$ cat src/qsm_pkg.sv
package qsm_pkg;
  localparam int ADDR_W = 8;
  localparam logic [7:0] OFF_CMD = 8'h08;
  localparam logic [7:0] OFF_PIN = 8'h0C;
  localparam logic [7:0] OFF_STAT = 8'h10;
  localparam logic [7:0] OFF_CFG = 8'h20;
  localparam logic [7:0] OFF_TRIG = 8'h24;
  localparam logic [7:0] OFF_DATA = 8'h28;
  localparam int CMD_LAUNCH = 0;
  localparam int CMD_HALT = 1;
  localparam int CMD_FLUSH = 2;
  localparam int PIN_WP_VAL = 0;
  localparam int PIN_WP_EN = 1;
  localparam int PIN_HOLD_VAL = 2;
  localparam int PIN_HOLD_EN = 3;
  localparam int ST_TX_REQ = 10;
  localparam int ST_TX_STALL = 11;
  localparam int ST_RX_REQ = 14;
  localparam int ST_RX_STALL = 15;
  localparam int CFG_CLOSE = 0;
  localparam int CFG_DESC_EN = 1;
  localparam int CFG_TX_EN = 2;
  localparam int CFG_RX_EN = 3;
  localparam int CFG_PTR_LO = 4;
  localparam int CFG_LEN_LO = 16;
  localparam int TRIG_RX_LO = 8;
  localparam int FIFO_DEPTH = 8;
  localparam int PTR_W = 3;
  localparam int CNT_W = 4;
  localparam logic [3:0] PIN_RST = 4'h0;
  localparam logic CS_IDLE = 1'b1;
  localparam logic [7:0] TX_IDLE_BYTE = 8'hFF;
  localparam logic [1:0] RESP_OKAY = 2'h0;
  localparam logic [1:0] RESP_SLVERR = 2'h2;
  localparam int CLK_MHZ = 20;
  localparam int SCK_HALF_NS = 100;
  localparam int SCK_HALF_CYC = (SCK_HALF_NS * CLK_MHZ + 999) / 1000;
  localparam logic [1:0] SCK_HALF_LAST = 2'(SCK_HALF_CYC - 1);
  typedef enum logic [1:0] {QSM_IDLE, QSM_BYTE, QSM_SHIFT} qsm_phase_e;
endpackage

$ cat src/qsm_mem_if.sv
`timescale 1ns/1ps
interface qsm_mem_if;
  logic we;
  logic [qsm_pkg::PTR_W-1:0] waddr;
  logic [qsm_pkg::PTR_W-1:0] raddr;
  logic [7:0] wdata;
  logic [7:0] rdata;
  modport user (output we, output waddr, output raddr, output wdata, input rdata);
  modport mem (input we, input waddr, input raddr, input wdata, output rdata);
endinterface

$ cat src/qsm_fifo_mem.sv
`timescale 1ns/1ps
module qsm_fifo_mem
  import qsm_pkg::*;
(
  input wire logic aclk,
  input wire logic aresetn,
  qsm_mem_if.mem port
);
  typedef struct packed {
    logic [FIFO_DEPTH-1:0][7:0] word;
    logic [7:0] rdata;
  } qsm_mem_s;

  qsm_mem_s cur, nxt;

  always_comb
  begin
    nxt = cur;
    if (port.we)
      nxt.word[port.waddr] = port.wdata;
    // Write-first so a byte pushed into an empty FIFO is seen next cycle
    if (port.we && port.waddr == port.raddr)
      nxt.rdata = port.wdata;
    else
      nxt.rdata = cur.word[port.raddr];
  end

  always_ff @(posedge aclk)
  begin
    if (!aresetn)
      cur <= '0;
    else
      cur <= nxt;
  end

  assign port.rdata = cur.rdata;
endmodule

$ cat src/qsm_quad_serial_master.sv
`timescale 1ns/1ps
module qsm_quad_serial_master
  import qsm_pkg::*;
(
  input wire logic aclk,
  input wire logic aresetn,
  input wire logic [ADDR_W-1:0] s_axi_awaddr,
  input wire logic s_axi_awvalid,
  output logic s_axi_awready,
  input wire logic [31:0] s_axi_wdata,
  input wire logic [3:0] s_axi_wstrb,
  input wire logic s_axi_wvalid,
  output logic s_axi_wready,
  output logic [1:0] s_axi_bresp,
  output logic s_axi_bvalid,
  input wire logic s_axi_bready,
  input wire logic [ADDR_W-1:0] s_axi_araddr,
  input wire logic s_axi_arvalid,
  output logic s_axi_arready,
  output logic [31:0] s_axi_rdata,
  output logic [1:0] s_axi_rresp,
  output logic s_axi_rvalid,
  input wire logic s_axi_rready,
  output logic spi_sclk,
  output logic spi_cs_n,
  output logic spi_mosi,
  input wire logic spi_miso,
  output logic spi_hold,
  output logic spi_hold_oe_n,
  output logic spi_wp,
  output logic spi_wp_oe_n
);
  typedef struct packed {
    logic aw_got;
    logic [ADDR_W-1:0] aw_addr;
    logic w_got;
    logic [31:0] w_data;
    logic [3:0] w_strb;
    logic bvalid;
    logic [1:0] bresp;
    logic rvalid;
    logic [1:0] rresp;
    logic [31:0] rdata;
    logic [3:0] pin;
    logic close_en;
    logic desc_en;
    logic tx_en;
    logic rx_en;
    logic [3:0] desc_ptr;
    logic [15:0] xfer_len;
    logic [3:0] tx_trig;
    logic [3:0] rx_trig;
    logic rx_stall;
    logic rx_req;
    logic tx_stall;
    logic tx_req;
    logic halt_pend;
    qsm_phase_e state;
    logic [1:0] div;
    logic [2:0] bit_cnt;
    logic [7:0] shreg;
    logic [7:0] rxsh;
    logic rx_pend;
    logic [15:0] done_cnt;
    logic sclk;
    logic cs_n;
    logic mosi;
    logic [PTR_W-1:0] tx_wr;
    logic [PTR_W-1:0] tx_rd;
    logic [CNT_W-1:0] tx_cnt;
    logic [PTR_W-1:0] rx_wr;
    logic [PTR_W-1:0] rx_rd;
    logic [CNT_W-1:0] rx_cnt;
    logic miso_s1;
    logic miso_s2;
  } qsm_state_s;

  qsm_state_s cur, nxt;
  qsm_mem_if tx_if ();
  qsm_mem_if rx_if ();
  logic wr_do, launch, halt_cmd, flush, tx_push, tx_pop, rx_push, rx_pop;
  logic clr_rx_stall, clr_rx_req, clr_tx_stall, clr_tx_req;
  logic set_rx_stall, set_tx_stall;
  logic [31:0] status_word;

  function automatic logic fifo_full(input logic [CNT_W-1:0] cnt);
    fifo_full = (cnt == CNT_W'(FIFO_DEPTH));
  endfunction

  function automatic logic [CNT_W-1:0] fifo_next(input logic [CNT_W-1:0] cnt,
                                                 input logic push, input logic pop);
    fifo_next = cnt + CNT_W'(push) - CNT_W'(pop);
  endfunction

  // Field 27:24 is only meaningful with description buffers on
  assign status_word = {4'h0, (cur.desc_en ? cur.desc_ptr : 4'h0), 7'h00,
                        (cur.state != QSM_IDLE),
                        cur.rx_stall, cur.rx_req, (cur.rx_cnt == '0),
                        fifo_full(cur.rx_cnt), cur.tx_stall, cur.tx_req,
                        (cur.tx_cnt == '0), fifo_full(cur.tx_cnt), 8'h00};

  always_comb
  begin
    nxt = cur;
    wr_do = cur.aw_got && cur.w_got && !cur.bvalid;
    launch = 1'b0;
    halt_cmd = 1'b0;
    flush = 1'b0;
    tx_push = 1'b0;
    tx_pop = 1'b0;
    rx_push = 1'b0;
    rx_pop = 1'b0;
    clr_rx_stall = 1'b0;
    clr_rx_req = 1'b0;
    clr_tx_stall = 1'b0;
    clr_tx_req = 1'b0;
    set_rx_stall = 1'b0;
    set_tx_stall = 1'b0;
    nxt.miso_s1 = spi_miso;
    nxt.miso_s2 = cur.miso_s1;
    if (s_axi_awvalid && s_axi_awready)
    begin
      nxt.aw_got = 1'b1;
      nxt.aw_addr = s_axi_awaddr;
    end
    if (s_axi_wvalid && s_axi_wready)
    begin
      nxt.w_got = 1'b1;
      nxt.w_data = s_axi_wdata;
      nxt.w_strb = s_axi_wstrb;
    end
    if (cur.bvalid && s_axi_bready)
      nxt.bvalid = 1'b0;
    if (cur.rvalid && s_axi_rready)
      nxt.rvalid = 1'b0;
    if (wr_do)
    begin
      nxt.aw_got = 1'b0;
      nxt.w_got = 1'b0;
      nxt.bvalid = 1'b1;
      nxt.bresp = RESP_OKAY;
      case (cur.aw_addr)
        OFF_CMD:
          if (cur.w_strb[0])
          begin
            flush = cur.w_data[CMD_FLUSH];
            halt_cmd = cur.w_data[CMD_HALT];
            // Halt wins if software breaks the exclusivity
            launch = cur.w_data[CMD_LAUNCH] && !cur.w_data[CMD_HALT];
          end
        OFF_PIN:
          if (cur.w_strb[0])
            nxt.pin = cur.w_data[3:0];
        OFF_STAT:
          if (cur.w_strb[1])
          begin
            clr_rx_stall = cur.w_data[ST_RX_STALL];
            clr_rx_req = cur.w_data[ST_RX_REQ];
            clr_tx_stall = cur.w_data[ST_TX_STALL];
            clr_tx_req = cur.w_data[ST_TX_REQ];
          end
        OFF_CFG:
        begin
          if (cur.w_strb[0])
          begin
            nxt.close_en = cur.w_data[CFG_CLOSE];
            nxt.desc_en = cur.w_data[CFG_DESC_EN];
            nxt.tx_en = cur.w_data[CFG_TX_EN];
            nxt.rx_en = cur.w_data[CFG_RX_EN];
            nxt.desc_ptr = cur.w_data[CFG_PTR_LO+:4];
          end
          if (cur.w_strb[2])
            nxt.xfer_len[7:0] = cur.w_data[CFG_LEN_LO+:8];
          if (cur.w_strb[3])
            nxt.xfer_len[15:8] = cur.w_data[CFG_LEN_LO+8+:8];
        end
        OFF_TRIG:
        begin
          if (cur.w_strb[0])
            nxt.tx_trig = cur.w_data[3:0];
          if (cur.w_strb[1])
            nxt.rx_trig = cur.w_data[TRIG_RX_LO+:4];
        end
        OFF_DATA:
          tx_push = cur.w_strb[0] && !fifo_full(cur.tx_cnt);
        default:
          nxt.bresp = RESP_SLVERR;
      endcase
    end
    if (s_axi_arvalid && s_axi_arready)
    begin
      nxt.rvalid = 1'b1;
      nxt.rresp = RESP_OKAY;
      nxt.rdata = 32'h0000_0000;
      case (s_axi_araddr)
        OFF_CMD:
          nxt.rdata = 32'h0000_0000;
        OFF_PIN:
          nxt.rdata = {28'h000_0000, cur.pin};
        OFF_STAT:
          nxt.rdata = status_word;
        OFF_CFG:
          nxt.rdata = {cur.xfer_len, 8'h00, cur.desc_ptr, cur.rx_en, cur.tx_en,
                       cur.desc_en, cur.close_en};
        OFF_TRIG:
          nxt.rdata = {20'h0_0000, cur.rx_trig, 4'h0, cur.tx_trig};
        OFF_DATA:
          if (cur.rx_cnt != '0)
          begin
            nxt.rdata = {24'h00_0000, rx_if.rdata};
            rx_pop = 1'b1;
          end
        default:
          nxt.rresp = RESP_SLVERR;
      endcase
    end
    if (halt_cmd && cur.state != QSM_IDLE)
      nxt.halt_pend = 1'b1;
    case (cur.state)
      QSM_IDLE:
        if (halt_cmd)
        begin
          nxt.cs_n = CS_IDLE;
          nxt.halt_pend = 1'b0;
        end
        else if (launch)
        begin
          nxt.state = QSM_BYTE;
          nxt.done_cnt = 16'h0000;
        end
      QSM_BYTE:
        if (cur.rx_pend)
        begin
          // Clock stays parked until there is room for the byte
          if (fifo_full(cur.rx_cnt))
          begin
            nxt.rx_stall = 1'b1;
            set_rx_stall = 1'b1;
          end
          else
          begin
            rx_push = 1'b1;
            nxt.rx_pend = 1'b0;
          end
        end
        else if (cur.halt_pend || (cur.xfer_len != '0 && cur.done_cnt == cur.xfer_len))
        begin
          // Without close or a halt the slave stays selected for a follow-on launch
          if (cur.halt_pend || halt_cmd || cur.close_en)
            nxt.cs_n = CS_IDLE;
          nxt.halt_pend = 1'b0;
          nxt.state = QSM_IDLE;
        end
        else if (cur.tx_en && cur.tx_cnt == '0)
        begin
          nxt.tx_stall = 1'b1;
          set_tx_stall = 1'b1;
        end
        else
        begin
          nxt.shreg = cur.tx_en ? tx_if.rdata : TX_IDLE_BYTE;
          nxt.mosi = nxt.shreg[7];
          tx_pop = cur.tx_en;
          nxt.cs_n = 1'b0;
          nxt.bit_cnt = 3'h0;
          nxt.div = 2'h0;
          nxt.state = QSM_SHIFT;
        end
      QSM_SHIFT:
        if (cur.div == SCK_HALF_LAST)
        begin
          nxt.div = 2'h0;
          nxt.sclk = !cur.sclk;
          // Sampled on the fall: the two-flop lag hides the bit until then
          if (cur.sclk)
          begin
            nxt.rxsh = {cur.rxsh[6:0], cur.miso_s2};
            nxt.shreg = {cur.shreg[6:0], 1'b0};
            nxt.mosi = cur.shreg[6];
            nxt.bit_cnt = cur.bit_cnt + 3'h1;
            if (cur.bit_cnt == 3'h7)
            begin
              nxt.done_cnt = cur.done_cnt + 16'h0001;
              nxt.rx_pend = cur.rx_en;
              nxt.state = QSM_BYTE;
            end
          end
        end
        else
          nxt.div = cur.div + 2'h1;
      default:
        nxt.state = QSM_IDLE;
    endcase
    nxt.tx_wr = cur.tx_wr + PTR_W'(tx_push);
    nxt.tx_rd = cur.tx_rd + PTR_W'(tx_pop);
    nxt.tx_cnt = fifo_next(cur.tx_cnt, tx_push, tx_pop);
    nxt.rx_wr = cur.rx_wr + PTR_W'(rx_push);
    nxt.rx_rd = cur.rx_rd + PTR_W'(rx_pop);
    nxt.rx_cnt = fifo_next(cur.rx_cnt, rx_push, rx_pop);
    if (flush)
    begin
      nxt.tx_wr = '0;
      nxt.tx_rd = '0;
      nxt.tx_cnt = '0;
      nxt.rx_wr = '0;
      nxt.rx_rd = '0;
      nxt.rx_cnt = '0;
      nxt.rx_pend = 1'b0;
    end
    // Hardware set wins over a same-cycle software clear
    if (clr_rx_stall && !set_rx_stall)
      nxt.rx_stall = 1'b0;
    if (clr_tx_stall && !set_tx_stall)
      nxt.tx_stall = 1'b0;
    nxt.rx_req = (cur.rx_req && !clr_rx_req) || (cur.rx_cnt >= CNT_W'(cur.rx_trig));
    nxt.tx_req = (cur.tx_req && !clr_tx_req) || (cur.tx_cnt <= CNT_W'(cur.tx_trig));
  end

  always_ff @(posedge aclk)
  begin
    if (!aresetn)
    begin
      cur <= '0;
      cur.cs_n <= CS_IDLE;
      cur.pin <= PIN_RST;
      cur.state <= QSM_IDLE;
    end
    else
      cur <= nxt;
  end

  assign tx_if.we = tx_push;
  assign tx_if.waddr = cur.tx_wr;
  assign tx_if.wdata = cur.w_data[7:0];
  assign tx_if.raddr = nxt.tx_rd;
  assign rx_if.we = rx_push;
  assign rx_if.waddr = cur.rx_wr;
  assign rx_if.wdata = cur.rxsh;
  assign rx_if.raddr = nxt.rx_rd;

  qsm_fifo_mem u_tx_mem (.aclk(aclk), .aresetn(aresetn), .port(tx_if));
  qsm_fifo_mem u_rx_mem (.aclk(aclk), .aresetn(aresetn), .port(rx_if));

  assign s_axi_awready = !cur.aw_got && !cur.bvalid;
  assign s_axi_wready = !cur.w_got && !cur.bvalid;
  assign s_axi_bvalid = cur.bvalid;
  assign s_axi_bresp = cur.bresp;
  assign s_axi_arready = !cur.rvalid;
  assign s_axi_rvalid = cur.rvalid;
  assign s_axi_rresp = cur.rresp;
  assign s_axi_rdata = cur.rdata;
  assign spi_sclk = cur.sclk;
  assign spi_cs_n = cur.cs_n;
  assign spi_mosi = cur.mosi;
  assign spi_hold = cur.pin[PIN_HOLD_VAL];
  assign spi_hold_oe_n = !cur.pin[PIN_HOLD_EN];
  assign spi_wp = cur.pin[PIN_WP_VAL];
  assign spi_wp_oe_n = !cur.pin[PIN_WP_EN];
endmodule

$ cat config.mk
export PLATFORM = sky130hd
export DESIGN_NAME = qsm_quad_serial_master
export DESIGN_NICKNAME = d
export VERILOG_FILES = /design/src/qsm_pkg.sv /design/src/qsm_mem_if.sv /design/src/qsm_fifo_mem.sv /design/src/qsm_quad_serial_master.sv
export SDC_FILE = /design/constraint.sdc
export NUM_CORES = 1
export LEC_CHECK = 0
export BUFFER_PORTS_ARGS = -buffer_cell sky130_fd_sc_hd__buf_2
export CAP_MARGIN = 20
export CORE_MARGIN = 2
export CORE_UTILIZATION = 35
export DETAILED_ROUTE_END_ITERATION = 12
export HOLD_SLACK_MARGIN = 0.15
export PLACE_DENSITY_LB_ADDON = 0.3
export SLEW_MARGIN = 20
export SYNTH_ARGS = -nofsm -noshare
export SYNTH_HDL_FRONTEND = slang
export SYNTH_SLANG_ARGS = --single-unit
$ cat constraint.sdc
create_clock -name aclk -period 3.8 [get_ports aclk]
set_input_delay 0.19 -clock aclk [delete_from_list [all_inputs] [get_ports aclk]]
set_output_delay 0.19 -clock aclk [all_outputs]
set_load 0.005 [all_outputs]
==> summary.md <==
| Metric | Value |
|---|---|
| Synth Instances | 1,774 |
| Type of element launching the critical path | primary input |
| Leakage | 7.077 nW |
| Worst r2r path cells | 14 |
| Chip Width | 213.1 um |
| Worst Skew | 0.01311 ns |
| Clock buffer depth | 3 |
| Total negative slack | 0 ns |
| Avg Inst Size Synth | 8.630 sq um |
| Worst Path Class, Setup | in2reg |
| Postcts setup bufs | 0 |
| DIE AREA | 45,430 sq um |
| Post-Layout Cell Count | 2,463 |
| Grt total ovfl | 0 |
| Remaining antenna violation count | 0 |
| Yosys warnings | 0 |
| Max VDD drop | 218.8 uV |
| CTS Buf Count | 36 |
| Max-Cap Viols | 0 |
| Worst-path fanout max | 26 |
| Crit end category | register |
| Post-Route WL | 42.79 mm |
| Power Dens Cells | 420.7 nW/um^2 |
| Synth async-reset ratio | 0% |
| Post-synthesis register bit count | 329 |
| CTS tree | built |
| Mapped Area | 15,310 sq um |
| Area delta synth->final | 17.08% |
| # diodes | 0 |
| Drt wl/cell | 17.37 um |
| Vias in the first global route | 12,430 |
| Hold depth | 3 |
| Post-route DRC | 0 |
| Ports | 108 |
| Final hold violations | 0 |
| Post-CTS Resized | 0 |
| Initial antenna violation count | 1 |
| Fin crit share | 92.02% |
| Largest net degree at the start of global routing | 121 |
| # rows | 76 |
| Worst Hold Class | in2reg |
| Status | complete, no violations |
| GPL Wtd Cong | 0.8466 |
| Hold WS | 0.2130 ns |
| RSZ-0062 raised after global routing | no |
| DR pass1 iterations | 5 |
| Core box area | 43,170 sq um |
| EDFF count, synth | 0 |
| Die Span Y | 213.1 um |
| Htree depth | 2 |
| Final min period | 3.497 ns |
| F_max | 286.0 MHz |
| Hold buffer count at CTS | 58 |
| Vias/cell | 5.223 |
| Slew headroom | 29.28% |
| 1st-iter DRT viols | 1,002 |
| Tightest Pin Transition | 1.055 ns |
| Clock root cell | clkbuf_16 |
| Final setup fails | 0 |
| Worst Path Arrival | 3.91 ns |
| Post-placement cell count | 2,346 |
| Tot GR Track Use | 18.75% |
| Share of cells above drive strength 1 | 13.26% |
| HPWL after detailed placement | 29.08 mm |
| Clock slew at reported path FFs | 0.06 ns |
| Via count | 12,870 |
| Initial Util | 35.46% |
| CP Data Required Time | 4.21 ns |
| Synth cell types | 91 |
| CTS sink cnt | 329 |
| Synth Flop Type | dfxtp_1 |
| Nets@finish | 1,950 |
| Sequential share of the synthesized area | 43.02% |
| Max Transition Viols Final | 0 |
| First-pass GRT wire length | 67.42 mm |
| Clock latency on the worst-skew pair | 0.52 ns |
| I/O Buffers | 103 |
## stage by stage
step | util [%] | setup slack, ns | instance area [sq um] | power [mW]
floorplan | - | 0.3512 | 15310 | 3.820
global placement | 37.39 | 0.2835 | 16140 | 3.945
detailed placement | 37.39 | 0.2092 | 16140 | 3.953
CTS | 41.51 | 0.3042 | 17920 | 7.620
global route | 41.52 | 0.06883 | 17920 | 7.791
finish | 41.52 | 0.3034 | 17920 | 7.540
## power breakdown
| part | switching, mW | internal, mW |
|---|---|---|
| Sequential | 0.0574 | 3.50 |
| Combinational | 0.226 | 0.146 |
| Clock | 1.41 | 2.21 |
## final timing paths
check                        from                     end  slack [ns]
hold / removal            aresetn                 cur[80]        0.21
setup / recovery  s_axi_araddr[6]  u_rx_mem.port.rdata[1]        0.30
hold reg to reg            cur[1]                  cur[0]        0.44
setup reg to reg          cur[25]  u_tx_mem.port.rdata[0]        0.37
## registers in the layout, indices dropped and copies added, names as in the netlist
| register | flops |
|---|---|
| rx_if.wdata | 8 |
| u_rx_mem.cur | 64 |
| rx_if.waddr | 3 |
| spi_sclk | 1 |
| cur | 130 |
| u_tx_mem.cur | 64 |
| spi_cs_n | 1 |
| s_axi_rdata | 32 |
| spi_mosi | 1 |
| spi_wp | 1 |
| s_axi_rresp | 1 |
| tx_if.waddr | 3 |
| u_tx_mem.port.rdata | 8 |
| u_rx_mem.port.rdata | 8 |
| s_axi_rvalid | 1 |
| s_axi_bresp | 1 |
| s_axi_bvalid | 1 |
| spi_hold | 1 |
## cells in the final DEF (no fill, tap or decap), types with 8 or more instances in the layout
cell	n
buf_2	103
nand4_1	11
o21ai_0	25
ha_1	31
inv_1	35
dlygate4sd3_1	58
a21oi_1	188
and2_1	21
o21a_1	9
nor2b_1	12
mux2i_1	121
o22ai_1	9
a211oi_1	10
nor3_1	27
a22oi_1	21
nor2_1	155
a21o_1	9
nand2_1	334
nand2b_1	18
nand3_1	28
xnor2_1	10
and3_1	26
a311oi_1	8
buf_4	40
dfxtp_1	329
a211o_1	8
a41o_1	8
clkbuf_16	37
nor4_1	9
xor2_1	27
## worst max-delay path, stage by stage
cell	delay, ns
dlygate4sd3_1	0.52
buf_2	0.12
or4_1	0.46
nor2_1	0.16
and4_1	0.23
and2_1	0.19
ha_1	0.16
ha_1	0.25
xor2_2	0.21
buf_12	0.21
and3_1	0.17
o21ai_1	0.10
a22oi_4	0.47
a2111oi_0	0.20
a41o_1	0.25
## cell type report
type                    count  area [sq um]
clock buffers              47          1013
multi-input cells        1249          7786
flip-flops and latches    329          6586
fillers                  4299         25250
repair buffers            205          1476
clock inverters            12         187.7
well taps                 585         732.0
inverters                  36         142.6
## synth_stat cells (5+ instances only)
cell,count,share of area [%]
o32a_1,5,0.33
nand4_1,11,0.45
a311oi_1,8,0.46
mux2i_1,121,7.9
nand2b_1,18,0.74
inv_1,35,0.86
nand3_1,28,0.92
buf_4,38,1.9
o22ai_1,9,0.37
nand2_1,335,8.2
a2111oi_0,7,0.40
and2_1,21,0.86
a22o_1,7,0.40
o21ai_0,25,0.82
xnor2_1,10,0.57
mux4_1,5,0.86
a21oi_1,188,6.1
nor4_1,9,0.37
a21o_1,9,0.44
a22oi_1,21,1.0
buf_6,7,0.51
dfxtp_1,329,43
and3_1,26,1.1
nor2b_1,12,0.49
nor3_1,27,0.88
a211oi_1,10,0.49
clkbuf_1,90,2.2
buf_2,23,0.75
a211o_1,8,0.46
o21a_1,9,0.44
a41o_1,8,0.52
xor2_1,28,1.6
ha_1,31,2.5
mux4_2,6,0.88
or3_1,6,0.25
nor2_1,155,3.8
## cells by family after synthesis
logic type / Yosys count / synth area share [%]
xor gates and xnor gates: 40 / 2.386
AOI/OAI and AO/OA: 349 / 14.60
and+or+nand+nor: 691 / 21.08
adders and majority gates: 33 / 2.795
buffers and inverters: 197 / 6.293
DFF: 329 / 43.02
muxes: 134 / 9.799
other: 1 / 0.02449
## metal layers
layer / track usage, % / up-vias / wire (um)
li1: - / 6258 / -
met1: 23.86 / 6209 / 18930
met2: 32.00 / 311 / 20430
met3: 2.956 / 85 / 2018
met4: 6.944 / 2 / 1399
met5: 0 / - / 13
No activity file was read; power rests on OpenSTA's default activity.
